File: src/include/dsc_params.svh
// Constants for the two-wire DAC command slave
`ifndef DSC_PARAMS_SVH
`define DSC_PARAMS_SVH

// ----------------------------------------------------------------
// Fixed address bits six to one, one pattern per product variant
// ----------------------------------------------------------------
`define DSC_ADDR_VAR_L    6'h08
`define DSC_ADDR_VAR_M    6'h09
`define DSC_ADDR_VAR_N    6'h1A
`define DSC_ADDR_VAR_P    6'h2A

// ----------------------------------------------------------------
// Command field encodings
// ----------------------------------------------------------------
`define DSC_CMD_LOAD_BOTH 4'hC
`define DSC_CMD_LOAD_IN   4'hD
`define DSC_CMD_SWAP      4'hE
`define DSC_CMD_XFER      4'hF
`define DSC_PFX_READ      2'h2
`define DSC_PFX_PD        2'h1

// ----------------------------------------------------------------
// Reset values
// ----------------------------------------------------------------
`define DSC_CODE_RESET    10'h000
`define DSC_PD_RESET      2'h3
`define DSC_EN_RESET      1'h1

// ----------------------------------------------------------------
// Wishbone register byte offsets
// ----------------------------------------------------------------
`define DSC_OFS_CTRL      8'h00
`define DSC_OFS_STATUS    8'h04
`define DSC_OFS_INCODE    8'h08
`define DSC_OFS_OUTCODE   8'h0C
`define DSC_OFS_PDSEL     8'h10

`endif

File: src/include/dsc_pkg.sv
// Types shared by the two-wire DAC command slave
package dsc_pkg;

    typedef enum logic [2:0] {
        DSC_IDLE  = 3'h0,
        DSC_ADDR  = 3'h1,
        DSC_AACK  = 3'h2,
        DSC_WBYTE = 3'h3,
        DSC_WACK  = 3'h4,
        DSC_RBYTE = 3'h5,
        DSC_RACK  = 3'h6
    } dsc_state_type;

    typedef struct packed {
        logic [9:0] input_code;
        logic [9:0] output_code;
        logic [1:0] powerdown_select;
    } dsc_dac_type;

    typedef struct packed {
        dsc_state_type st;
        logic [1:0]    scl_sy;
        logic [1:0]    sda_sy;
        logic [1:0]    strap_sy;
        logic          scl_d;
        logic          sda_d;
        logic [3:0]    cnt;
        logic [7:0]    sh;
        logic [7:0]    b0;
        logic          rw;
        logic          bidx;
        logic          hold_start;
        logic          nack;
        logic          oe_n;
        logic [9:0]    in_code;
        logic [9:0]    out_code;
        logic [1:0]    pd;
        logic          en;
        logic          ack;
        logic [31:0]   dat;
    } dsc_regs_type;

endpackage

File: src/logic/dsc_slave.sv
// Two-wire serial command slave of a 10-bit DAC with Wishbone access
//
// Behaviour
// - Address bits six to one are a fixed pattern chosen per variant.
// - Address bit zero follows the level of the address strap pin.
// - Address bits compared one by one; first mismatch drops the transfer.
// - Last bit of address byte: zero means write, one means read.
// - Matching address is acknowledged by SDA low for the ninth clock.
// - Code registers change only on the fall ending the last acknowledge.
// - An aborted write changes nothing; master repeats the whole write.
// - Command 1100 loads the code into input and output registers.
// - Command 1101 loads the input register only; output holds.
// - Command 1110 moves old input to output, then loads new input.
// - Command 1111 moves input to output and ignores the code bits.
// - Command 10xx is a read request; code bits ignored, nothing changes.
// - Command 01xx stores code bits nine and eight as power-down select.
// - In read mode the slave drives SDA after its address acknowledge.
// - Read sends byte one, waits for master acknowledge, then byte two.
// - The general call address is never acknowledged.
// - Only 7-bit addressing; 10-bit sequences never address this slave.
// - After mismatch the serial clock is ignored until a valid start.
// - Reset clears both code registers and selects 100k power-down.
// - Power-down keeps both code registers unchanged.
// - Stop ends a transfer anywhere, unless in the same high as start.
`timescale 1ns/1ns
`include "dsc_params.svh"

module dsc_slave #(
    parameter logic [5:0] ADDR_HI = `DSC_ADDR_VAR_L
) (
    input  wire logic                clk,
    input  wire logic                sys_rst,
    input  wire logic                scl,
    input  wire logic                sda_in,
    output logic                     sda_out,
    output logic                     sda_oe_n,
    input  wire logic                address_strap_bit,
    output dsc_pkg::dsc_dac_type     dac,
    input  wire logic                wb_cyc,
    input  wire logic                wb_stb,
    input  wire logic                wb_we,
    input  wire logic [7:0]          wb_adr,
    input  wire logic [3:0]          wb_sel,
    input  wire logic [31:0]         wb_dat_w,
    output logic [31:0]              wb_dat_r,
    output logic                     wb_ack
);

    // ------------------------------------------------------------
    // State and line events
    // ------------------------------------------------------------
    dsc_pkg::dsc_regs_type r_r;
    dsc_pkg::dsc_regs_type r_nxt;

    logic        scl_rise;
    logic        scl_fall;
    logic        start_c;
    logic        stop_c;
    logic        sda_bit;
    logic [6:0]  my_addr;
    logic        exp_bit;
    logic        apply;
    logic [15:0] wr_word;
    logic [3:0]  cmd;
    logic [9:0]  code;
    logic [1:0]  pd_new;
    logic [15:0] rd_word;
    logic        wb_req;

    function automatic logic addr_bit(input logic [6:0] a,
                                      input logic [3:0] idx);
        logic [2:0] k;
        k = 3'h6 - idx[2:0];
        return a[k];
    endfunction

    function automatic logic [7:0] rd_byte(input logic [15:0] w,
                                           input logic        sel);
        return sel ? w[7:0] : w[15:8];
    endfunction

    assign scl_rise = r_r.scl_sy[1] & ~r_r.scl_d;
    assign scl_fall = ~r_r.scl_sy[1] & r_r.scl_d;
    assign start_c  = r_r.scl_sy[1] & r_r.scl_d & r_r.sda_d
                      & ~r_r.sda_sy[1];
    assign stop_c   = r_r.scl_sy[1] & r_r.scl_d & ~r_r.sda_d
                      & r_r.sda_sy[1];
    assign sda_bit  = r_r.sda_sy[1];
    assign my_addr  = {ADDR_HI, r_r.strap_sy[1]};
    assign exp_bit  = addr_bit(my_addr, r_r.cnt);
    assign apply    = (r_r.st == dsc_pkg::DSC_WACK) & scl_fall & r_r.bidx
                      & ~start_c & ~(stop_c & ~r_r.hold_start);
    assign wr_word  = {r_r.b0, r_r.sh};
    assign cmd      = wr_word[15:12];
    assign code     = wr_word[11:2];
    assign pd_new   = code[9:8];
    // Read-back word: power-down select in the low command bits
    assign rd_word  = {2'h0, r_r.pd, r_r.out_code, 2'h0};
    assign wb_req   = wb_cyc & wb_stb & ~r_r.ack;

    // ------------------------------------------------------------
    // Next state
    // ------------------------------------------------------------
    always_comb begin
        r_nxt          = r_r;
        r_nxt.scl_sy   = {r_r.scl_sy[0], scl};
        r_nxt.sda_sy   = {r_r.sda_sy[0], sda_in};
        r_nxt.strap_sy = {r_r.strap_sy[0], address_strap_bit};
        r_nxt.scl_d    = r_r.scl_sy[1];
        r_nxt.sda_d    = r_r.sda_sy[1];

        // Wishbone slave, one wait state, zero for unmapped reads
        r_nxt.ack = wb_req;
        if (wb_req) begin
            unique case (wb_adr)
                `DSC_OFS_CTRL:    r_nxt.dat = {31'h0, r_r.en};
                `DSC_OFS_STATUS:  r_nxt.dat = {20'h0, r_r.rw, r_r.st,
                                               1'b0, my_addr};
                `DSC_OFS_INCODE:  r_nxt.dat = {22'h0, r_r.in_code};
                `DSC_OFS_OUTCODE: r_nxt.dat = {22'h0, r_r.out_code};
                `DSC_OFS_PDSEL:   r_nxt.dat = {30'h0, r_r.pd};
                default:          r_nxt.dat = 32'h0;
            endcase
            if (wb_we && wb_sel[0] && wb_adr == `DSC_OFS_CTRL) begin
                r_nxt.en = wb_dat_w[0];
            end
        end

        // Serial engine
        if (start_c && r_r.en) begin
            r_nxt.st         = dsc_pkg::DSC_ADDR;
            r_nxt.cnt        = 4'h0;
            r_nxt.oe_n       = 1'b1;
            r_nxt.hold_start = 1'b1;
            r_nxt.bidx       = 1'b0;
        end else if (stop_c && !r_r.hold_start) begin
            r_nxt.st   = dsc_pkg::DSC_IDLE;
            r_nxt.oe_n = 1'b1;
        end else if (r_r.st != dsc_pkg::DSC_IDLE) begin
            if (scl_fall) begin
                r_nxt.hold_start = 1'b0;
            end
            unique case (r_r.st)
                dsc_pkg::DSC_ADDR: begin
                    if (scl_rise) begin
                        r_nxt.sh  = {r_r.sh[6:0], sda_bit};
                        r_nxt.cnt = r_r.cnt + 4'h1;
                        if (r_r.cnt < 4'h7 && sda_bit != exp_bit) begin
                            // Ignored until next start
                            r_nxt.st = dsc_pkg::DSC_IDLE;
                        end
                        if (r_r.cnt == 4'h7) begin
                            r_nxt.rw = sda_bit;
                        end
                    end else if (scl_fall && r_r.cnt == 4'h8) begin
                        r_nxt.oe_n = 1'b0;
                        r_nxt.st   = dsc_pkg::DSC_AACK;
                        r_nxt.cnt  = 4'h0;
                    end
                end
                dsc_pkg::DSC_AACK: begin
                    if (scl_fall) begin
                        r_nxt.bidx = 1'b0;
                        if (r_r.rw) begin
                            r_nxt.st   = dsc_pkg::DSC_RBYTE;
                            r_nxt.sh   = rd_byte(rd_word, 1'b0);
                            r_nxt.oe_n = rd_word[15];
                        end else begin
                            r_nxt.st   = dsc_pkg::DSC_WBYTE;
                            r_nxt.oe_n = 1'b1;
                        end
                    end
                end
                dsc_pkg::DSC_WBYTE: begin
                    if (scl_rise) begin
                        r_nxt.sh  = {r_r.sh[6:0], sda_bit};
                        r_nxt.cnt = r_r.cnt + 4'h1;
                    end else if (scl_fall && r_r.cnt == 4'h8) begin
                        r_nxt.oe_n = 1'b0;
                        r_nxt.st   = dsc_pkg::DSC_WACK;
                        r_nxt.cnt  = 4'h0;
                        if (!r_r.bidx) begin
                            r_nxt.b0 = r_r.sh;
                        end
                    end
                end
                dsc_pkg::DSC_WACK: begin
                    if (scl_fall) begin
                        r_nxt.oe_n = 1'b1;
                        r_nxt.st   = dsc_pkg::DSC_WBYTE;
                        r_nxt.bidx = ~r_r.bidx;
                    end
                    // Commit only at the fall closing the second ack
                    if (apply) begin
                        if (cmd == `DSC_CMD_LOAD_BOTH) begin
                            r_nxt.in_code  = code;
                            r_nxt.out_code = code;
                        end else if (cmd == `DSC_CMD_LOAD_IN) begin
                            r_nxt.in_code = code;
                        end else if (cmd == `DSC_CMD_SWAP) begin
                            r_nxt.out_code = r_r.in_code;
                            r_nxt.in_code  = code;
                        end else if (cmd == `DSC_CMD_XFER) begin
                            r_nxt.out_code = r_r.in_code;
                        end else if (cmd[3:2] == `DSC_PFX_PD) begin
                            r_nxt.pd = pd_new;
                        end
                        // Read prefix leaves everything as is
                    end
                end
                dsc_pkg::DSC_RBYTE: begin
                    if (scl_rise) begin
                        r_nxt.cnt = r_r.cnt + 4'h1;
                    end else if (scl_fall && r_r.cnt == 4'h8) begin
                        r_nxt.oe_n = 1'b1;
                        r_nxt.st   = dsc_pkg::DSC_RACK;
                        r_nxt.cnt  = 4'h0;
                    end else if (scl_fall) begin
                        r_nxt.sh   = {r_r.sh[6:0], 1'b0};
                        r_nxt.oe_n = r_r.sh[6];
                    end
                end
                dsc_pkg::DSC_RACK: begin
                    if (scl_rise) begin
                        r_nxt.nack = sda_bit;
                    end else if (scl_fall) begin
                        if (r_r.nack) begin
                            r_nxt.st = dsc_pkg::DSC_IDLE;
                        end else begin
                            r_nxt.st   = dsc_pkg::DSC_RBYTE;
                            r_nxt.bidx = ~r_r.bidx;
                            r_nxt.sh   = rd_byte(rd_word, ~r_r.bidx);
                            r_nxt.oe_n = r_nxt.sh[7];
                        end
                    end
                end
                default: begin
                    r_nxt.st   = dsc_pkg::DSC_IDLE;
                    r_nxt.oe_n = 1'b1;
                end
            endcase
        end
    end

    // ------------------------------------------------------------
    // State register
    // ------------------------------------------------------------
    always_ff @(posedge clk) begin
        if (sys_rst) begin
            r_r          <= '0;
            r_r.st       <= dsc_pkg::DSC_IDLE;
            r_r.scl_sy   <= 2'h3;
            r_r.sda_sy   <= 2'h3;
            r_r.scl_d    <= 1'b1;
            r_r.sda_d    <= 1'b1;
            r_r.oe_n     <= 1'b1;
            r_r.in_code  <= `DSC_CODE_RESET;
            r_r.out_code <= `DSC_CODE_RESET;
            r_r.pd       <= `DSC_PD_RESET;
            r_r.en       <= `DSC_EN_RESET;
        end else begin
            r_r <= r_nxt;
        end
    end

    assign sda_out  = 1'b0;
    assign sda_oe_n = r_r.oe_n;
    assign dac      = {r_r.in_code, r_r.out_code, r_r.pd};
    assign wb_dat_r = r_r.dat;
    assign wb_ack   = r_r.ack;
endmodule

File: config.mk
export PLATFORM = sky130hd
export DESIGN_NAME = dsc_slave
export DESIGN_NICKNAME = d
export VERILOG_FILES = /design/src/include/dsc_pkg.sv /design/src/logic/dsc_slave.sv
export VERILOG_INCLUDE_DIRS = /design/src /design/src/include
export SDC_FILE = /design/constraint.sdc
export NUM_CORES = 1
export LEC_CHECK = 0
export ABC_AREA = 1
export BUFFER_PORTS_ARGS = -buffer_cell sky130_fd_sc_hd__buf_2
export CAP_MARGIN = 10
export CORE_ASPECT_RATIO = 0.75
export CORE_MARGIN = 1
export CORE_UTILIZATION = 35
export DETAILED_ROUTE_END_ITERATION = 7
export GPL_ROUTABILITY_DRIVEN = 0
export HOLD_SLACK_MARGIN = 0.15
export PLACE_DENSITY = 0.59
export SYNTH_ARGS = -nofsm -noshare
export SYNTH_HDL_FRONTEND = slang
export SYNTH_SLANG_ARGS = --single-unit
File: constraint.sdc
create_clock -name clk -period 2.1 [get_ports clk]
set_input_delay 0 -clock clk [delete_from_list [all_inputs] [get_ports clk]]
set_output_delay 0 -clock clk [all_outputs]
set_load 0.02 [all_outputs]
==> results_dict.tcl, run 1 <==
set metrics [dict create \
    path_class "register to register" \
    violations "DRC" \
    wirelength_um 9940 \
    synth_top_area_share_pct 36.3 \
    syn_avg_cell_area_sq_um 7.10 \
    setup_tns_ns 0 \
    crit_path_max_incr_delay_ns 0.39 \
    synth.yosys.seq_area_share_pct 36.3 \
    ctsLongestPathBuffers 2 \
    instances_no_fill 738 \
    cp.required_ns 2.32 \
    die_h_um 94.3 \
    clock_skew_ns 0.00760 \
    period_needed_ns 1.86 \
    async_flop_share_pct 0 \
    critPathLaunchType "register" \
    grt_pass1_wl_um 16200 \
    synth.distinct_cells 36 \
    synth_seq_cells 72 \
    final_core_util_pct 40.8 \
    final_layout_size_suffix_gt1_share_pct 18.4 \
    root_buffer "clkbuf_16" \
    synth.area.top_cells "dfxtp_1 36%, buf_4 10%, inv_1 7.3%" \
    dr.first_iter.drc_count 297 \
    path_max_fanout 6 \
    fillCellCount 1145 \
    start_util_pct 36.2 \
    power_mw 4.29 \
    vias 3626 \
    max_slew_margin_pct 67.1 \
    dieArea_sq_um 11800 \
    power_leakage_nw 1.96 \
    grt_usage_pct 17.5 \
    synth_area_sq_um 3980 \
    grt_setup_unrepaired "no" \
    nets 648 \
    drv_cap 0 \
    cts_inserted_buffers 9 \
    die-width_um 125 \
    port_buffers 53 \
    fmax_mhz 536 \
    htree_levels 3 \
    slowest_stage "dfxtp_1" \
    std_cell_rows 33 \
    hpwl_um 7370 \
    avgViaCountPerCell 4.91 \
    worstMarginPinSlew_ns 0.490 \
    drcViolationCount 13 \
    crit_chain "inv_2 -> nand2_2 -> nor2_4 -> nor2_2 -> nor2_1 -> o21ai_0 -> nand3b_1 -> nand2_1 -> nor2_1" \
    yosysTopAreaCell "dfxtp_1" \
    hold_viol_final 0 \
    crit_top_cell "nor2_1" \
    status "complete, but fails checks" \
    antennaDiodeCount 0 \
    clk_pin_slew_ns 0.06 \
    antenna_found_initial 0 \
    crit_path_end_kind "register" \
    arrival_ns 2.08 \
    slew_violations 0 \
    io-pin-count 109 \
    wire_per_inst_um 13.5 \
    ant_nets 0 \
    grt_overflow 0 \
    dr.pass1.iters 8 \
    synth_edf_count 0 \
    powerDensity_nw_per_um2 958 \
    setup-violations-final 0 \
    peakVddDrop_uv 467 \
    clock-sinks 72 \
    netlist_instances 560 \
    cts_tree "yes" \
    grt_max_degree 42 \
    grt_pass1_vias 3340 \
    area_delta_synth_final_pct 12.6 \
    post-place-cells 711 \
    coreArea_sq_um 11000 \
    min_path_type "primary input to register" \
    post-cts-setup-buffers 0 \
    synthFlopType "dfxtp_1" \
    insertion_delay_ns 0.33 \
    fin_crit_sh_pct 88.8 \
    cts_resized 0 \
    synth.yosys.warnings 0 \
]
[registers in the layout, indices dropped and copies added (netlist names)]
signal	flops
wb_ack	1
r_r	16
r_nxt	5
my_addr	1
cmd	4
code	10
wb_dat_r	12
dac	22
sda_oe_n	1
[routing by layer]
layer | track usage [%] | wire, um
met1 | 23.3 | 4830
met2 | 28.2 | 4360
met3 | 4.44 | 634
met4 | 4.27 | 118
met5 | 0 | 0
[worst max-delay path, delay by kind of cell, from the launching register on]
family	cells	cell delay [ns]
AOI/OAI and AO/OA	1	0.14
buffers and inverters	1	0.16
DFF	1	0.39
and+or+nand+nor	7	1.04
[where the power goes]
part | internal [mW] | leakage [nW] | switching [mW]
Sequential | 1.46 | 0.583 | 0.114
Clock | 0.924 | 0.139 | 0.612
Combinational | 0.392 | 1.24 | 0.785
[per-stage QoR]
step	area, sq um	hold slack (ns)	setup WS [ns]
3_3_place_gp	4070	0.181	0.326
2_1_floorplan	4050	0.104	0.470
4_1_cts	4480	0.204	0.284
5_1_grt	4480	0.219	0.0778
6_report	4480	0.217	0.235
3_5_place_dp	4070	0.185	0.314
[cell type report]
class                      instances  area [sq um]  area share (%)
multi-input combinational        355          1810            40.3
clock inverter                     6          67.6            1.51
sequential                        72          1440            32.2
clock buffer                      10           229            5.11
timing repair buffer              75           458            10.2
tap                              140           175            3.91
inverter                          80           300            6.71
[synth_stat cells (6+ instances only)]
cell / instances
a21oi_1: 51
dfxtp_1: 72
inv_1: 77
clkbuf_1: 15
nand2_2: 6
o22ai_1: 18
nor3_1: 6
nand2_1: 69
buf_4: 55
o21ai_0: 49
nand4_1: 10
nand3_1: 26
nor2_1: 53
[worst paths after layout]
| path | startpoint | end | slack (ns) | cells after the start |
|---|---|---|---|---|
| min reg2reg | r_nxt[84] | my_addr[0] | 0.40 | 2 |
| max reg2reg | r_r[89] | r_r[69] | 0.24 | 9 |
| max | r_r[89] | r_r[69] | 0.24 | 9 |
| min | wb_adr[2] | wb_dat_r[0] | 0.22 | 5 |
[cell families after synthesis]
logic type               share of synthesized area (%)
AO/OA/AOI/OAI                                     19.4
AND/OR/NAND/NOR                                   23.1
adder cells (fa/ha/maj)                          0.944
other                                           0.0943
flip-flops                                        36.3
buffers and inverters                             20.2
[cells in the final DEF (no fill, tap or decap), types with 5 or more instances in the layout]
| cell type | netlist | final |
|---|---|---|
| nand4_1 | 10 | 10 |
| conb_1 | 1 | 21 |
| or2_2 | 5 | 5 |
| nand3_1 | 26 | 26 |
| buf_4 | 55 | 11 |
| a21oi_1 | 51 | 51 |
| nor2_1 | 53 | 53 |
| o211ai_1 | 5 | 5 |
| o21ai_0 | 49 | 49 |
| nand2_1 | 69 | 69 |
| nor3_1 | 6 | 6 |
| inv_1 | 77 | 77 |
| clkbuf_16 | 0 | 9 |
| buf_2 | 0 | 53 |
| dlygate4sd3_1 | 0 | 11 |
| a21oi_2 | 5 | 5 |
| dfxtp_1 | 72 | 72 |
| nand2_2 | 6 | 6 |
| o22ai_1 | 18 | 18 |
[repair_timing]
action,CTS,global route
endpoints found under the setup margin,0,0
hold buffers,11,0
hold endpoints to repair,16,0
No activity file was read; power rests on OpenSTA's default activity.
==> run 2: changes to the inputs <==
Settings changed: CELL_PAD_IN_SITES_DETAIL_PLACEMENT from default to 0, CELL_PAD_IN_SITES_GLOBAL_PLACEMENT from default to 1, PLACE_DENSITY 0.59 to 0.78.
==> results_dict.tcl, run 2 (synthesized netlist as in run 1, its figures left out) <==
set metrics [dict create \
    status "complete, but fails checks" \
    violations "DRC" \
    port_buffers 53 \
    worstMarginPinSlew_ns 0.500 \
    nets 647 \
    max_slew_margin_pct 66.5 \
    min_path_type "primary input to register" \
    hold_viol_final 0 \
    r2r_slack_ns 0.24 \
    clock_skew_ns 0.00857 \
    hp-start "wb_stb" \
    grt_usage_pct 17.9 \
    arrival_ns 2.07 \
    p_sw_mw 1.51 \
    io-pin-count 109 \
    reg2reg_to "dac[19]" \
    die_h_um 94.3 \
    drv_cap 0 \
    setup_tns_ns 0 \
    instances_no_fill 737 \
    cp.required_ns 2.32 \
    final_cell_mix "77 x inv_1, 72 x dfxtp_1, 69 x nand2_1" \
    slew_violations 0 \
    grtUsageMet2_pct 28.8 \
    layout_commonest_cell "inv_1" \
    avgViaCountPerCell 4.85 \
    coreArea_sq_um 11000 \
    dr.first_iter.drc_count 334 \
    power_leakage_nw 1.96 \
    ctsLongestPathBuffers 2 \
    fin_crit_sh_pct 88.3 \
    gr-max-usage-layer "met2" \
    combPwrFrac_pct 27.9 \
    crit_path_end_kind "register" \
    wire_per_inst_um 13.6 \
    hpwl_um 7540 \
    path_class "register to register" \
    dieArea_sq_um 11800 \
    r2r-start "r_r[90]" \
    powerDensity_nw_per_um2 963 \
    cts_inserted_buffers 9 \
    largest_reg_flops 22 \
    vias 3576 \
    peakVddDrop_uv 488 \
    swShare_pct 35.1 \
    grt_overflow 0 \
    start_util_pct 36.2 \
    period_needed_ns 1.86 \
    ant_nets 0 \
    hold_depth 6 \
    antenna_found_initial 0 \
    grt_setup_unrepaired "no" \
    std_cell_rows 33 \
    fmax_mhz 539 \
    drcViolationCount 18 \
    dr.pass1.iters 6 \
    root_buffer "clkbuf_16" \
    path_max_fanout 13 \
    area_delta_synth_final_pct 12.3 \
    p_int_mw 2.79 \
    fillCellCount 1143 \
    grtUsageMet1_pct 24.1 \
    post-place-cells 713 \
    grt_pass1_vias 3309 \
    setup-violations-final 0 \
    die-width_um 125 \
    critPathLaunchType "register" \
    wirelength_um 10000 \
    ff2ff_path_depth 7 \
    grtUsageMet3_pct 3.47 \
    final_layout_size_suffix_gt1_share_pct 18.8 \
    cp-startpoint "r_r[90]" \
    cts_resized 0 \
    insertion_delay_ns 0.34 \
    hold_buffers 8 \
    p_clk_share_pct 35.7 \
    htree_levels 3 \
    cts_tree "yes" \
    clk_pin_slew_ns 0.06 \
    holdPathEnd "wb_dat_r[3]" \
    grt_max_degree 27 \
    antennaDiodeCount 0 \
    grt_pass1_wl_um 16400 \
    p_seq_share_pct 36.4 \
    post-cts-setup-buffers 0 \
    clock-sinks 72 \
]
[run 2: metal layers]
layer / vias up / wire length [um] / part of all wire, %
met5: - / 0 / 0
met4: 0 / 122 / 1.2
met3: 11 / 639 / 6.4
met2: 123 / 4230 / 42
met1: 1624 / 5040 / 50
li1: 1818 / - / -
[run 2: worst max-delay path by stage]
stage	depth (start not counted)	endpoint	slack [ns]
after global placement	7	dac[7]	0.33
after CTS	7	dac[19]	0.30
after floorplan	11	code[2]	0.47
after detailed placement	7	dac[14]	0.32
final	7	dac[19]	0.24
after global routing	7	dac[7]	0.04
[run 2: power by group through the flow]
stage	combinational (mW)	sequential (mW)	clock, mW
5_1_grt	1.35	1.58	1.62
3_3_place_gp	1.16	1.59	0
4_1_cts	1.20	1.56	1.56
3_5_place_dp	1.18	1.59	0
2_1_floorplan	0.964	1.57	0
6_report	1.20	1.56	1.53
[run 2: per-stage QoR]
| step | instance area (sq um) | power (mW) | hold WS (ns) | setup WS, ns | utilization (%) |
|---|---|---|---|---|---|
| 2_1_floorplan | 4050 | 2.53 | 0.104 | 0.470 | - |
| 3_3_place_gp | 4090 | 2.75 | 0.184 | 0.326 | 37.2 |
| 3_5_place_dp | 4090 | 2.77 | 0.188 | 0.315 | 37.2 |
| 4_1_cts | 4460 | 4.32 | 0.183 | 0.296 | 40.6 |
| 5_1_grt | 4460 | 4.55 | 0.221 | 0.0445 | 40.6 |
| 6_report | 4460 | 4.30 | 0.184 | 0.245 | 40.6 |
[run 2: area by class of cell]
class / count / area (sq um) / share of cell area, %
clock buffers: 10 / 229 / 5.13
clock inverters: 6 / 68.8 / 1.54
inverters: 80 / 300 / 6.73
multi-input cells: 355 / 1810 / 40.5
flip-flops and latches: 72 / 1440 / 32.3
well taps: 140 / 175 / 3.92
repair buffers: 74 / 443 / 9.92
[run 2: worst max-delay path, stage by stage (launching register included)]
cell and delay, ns:
dfxtp_1 0.39, inv_2 0.18, nand3_1 0.15, nor3_1 0.35, o2111ai_1 0.21, buf_4 0.23, o21ai_0 0.18, a21oi_1 0.05
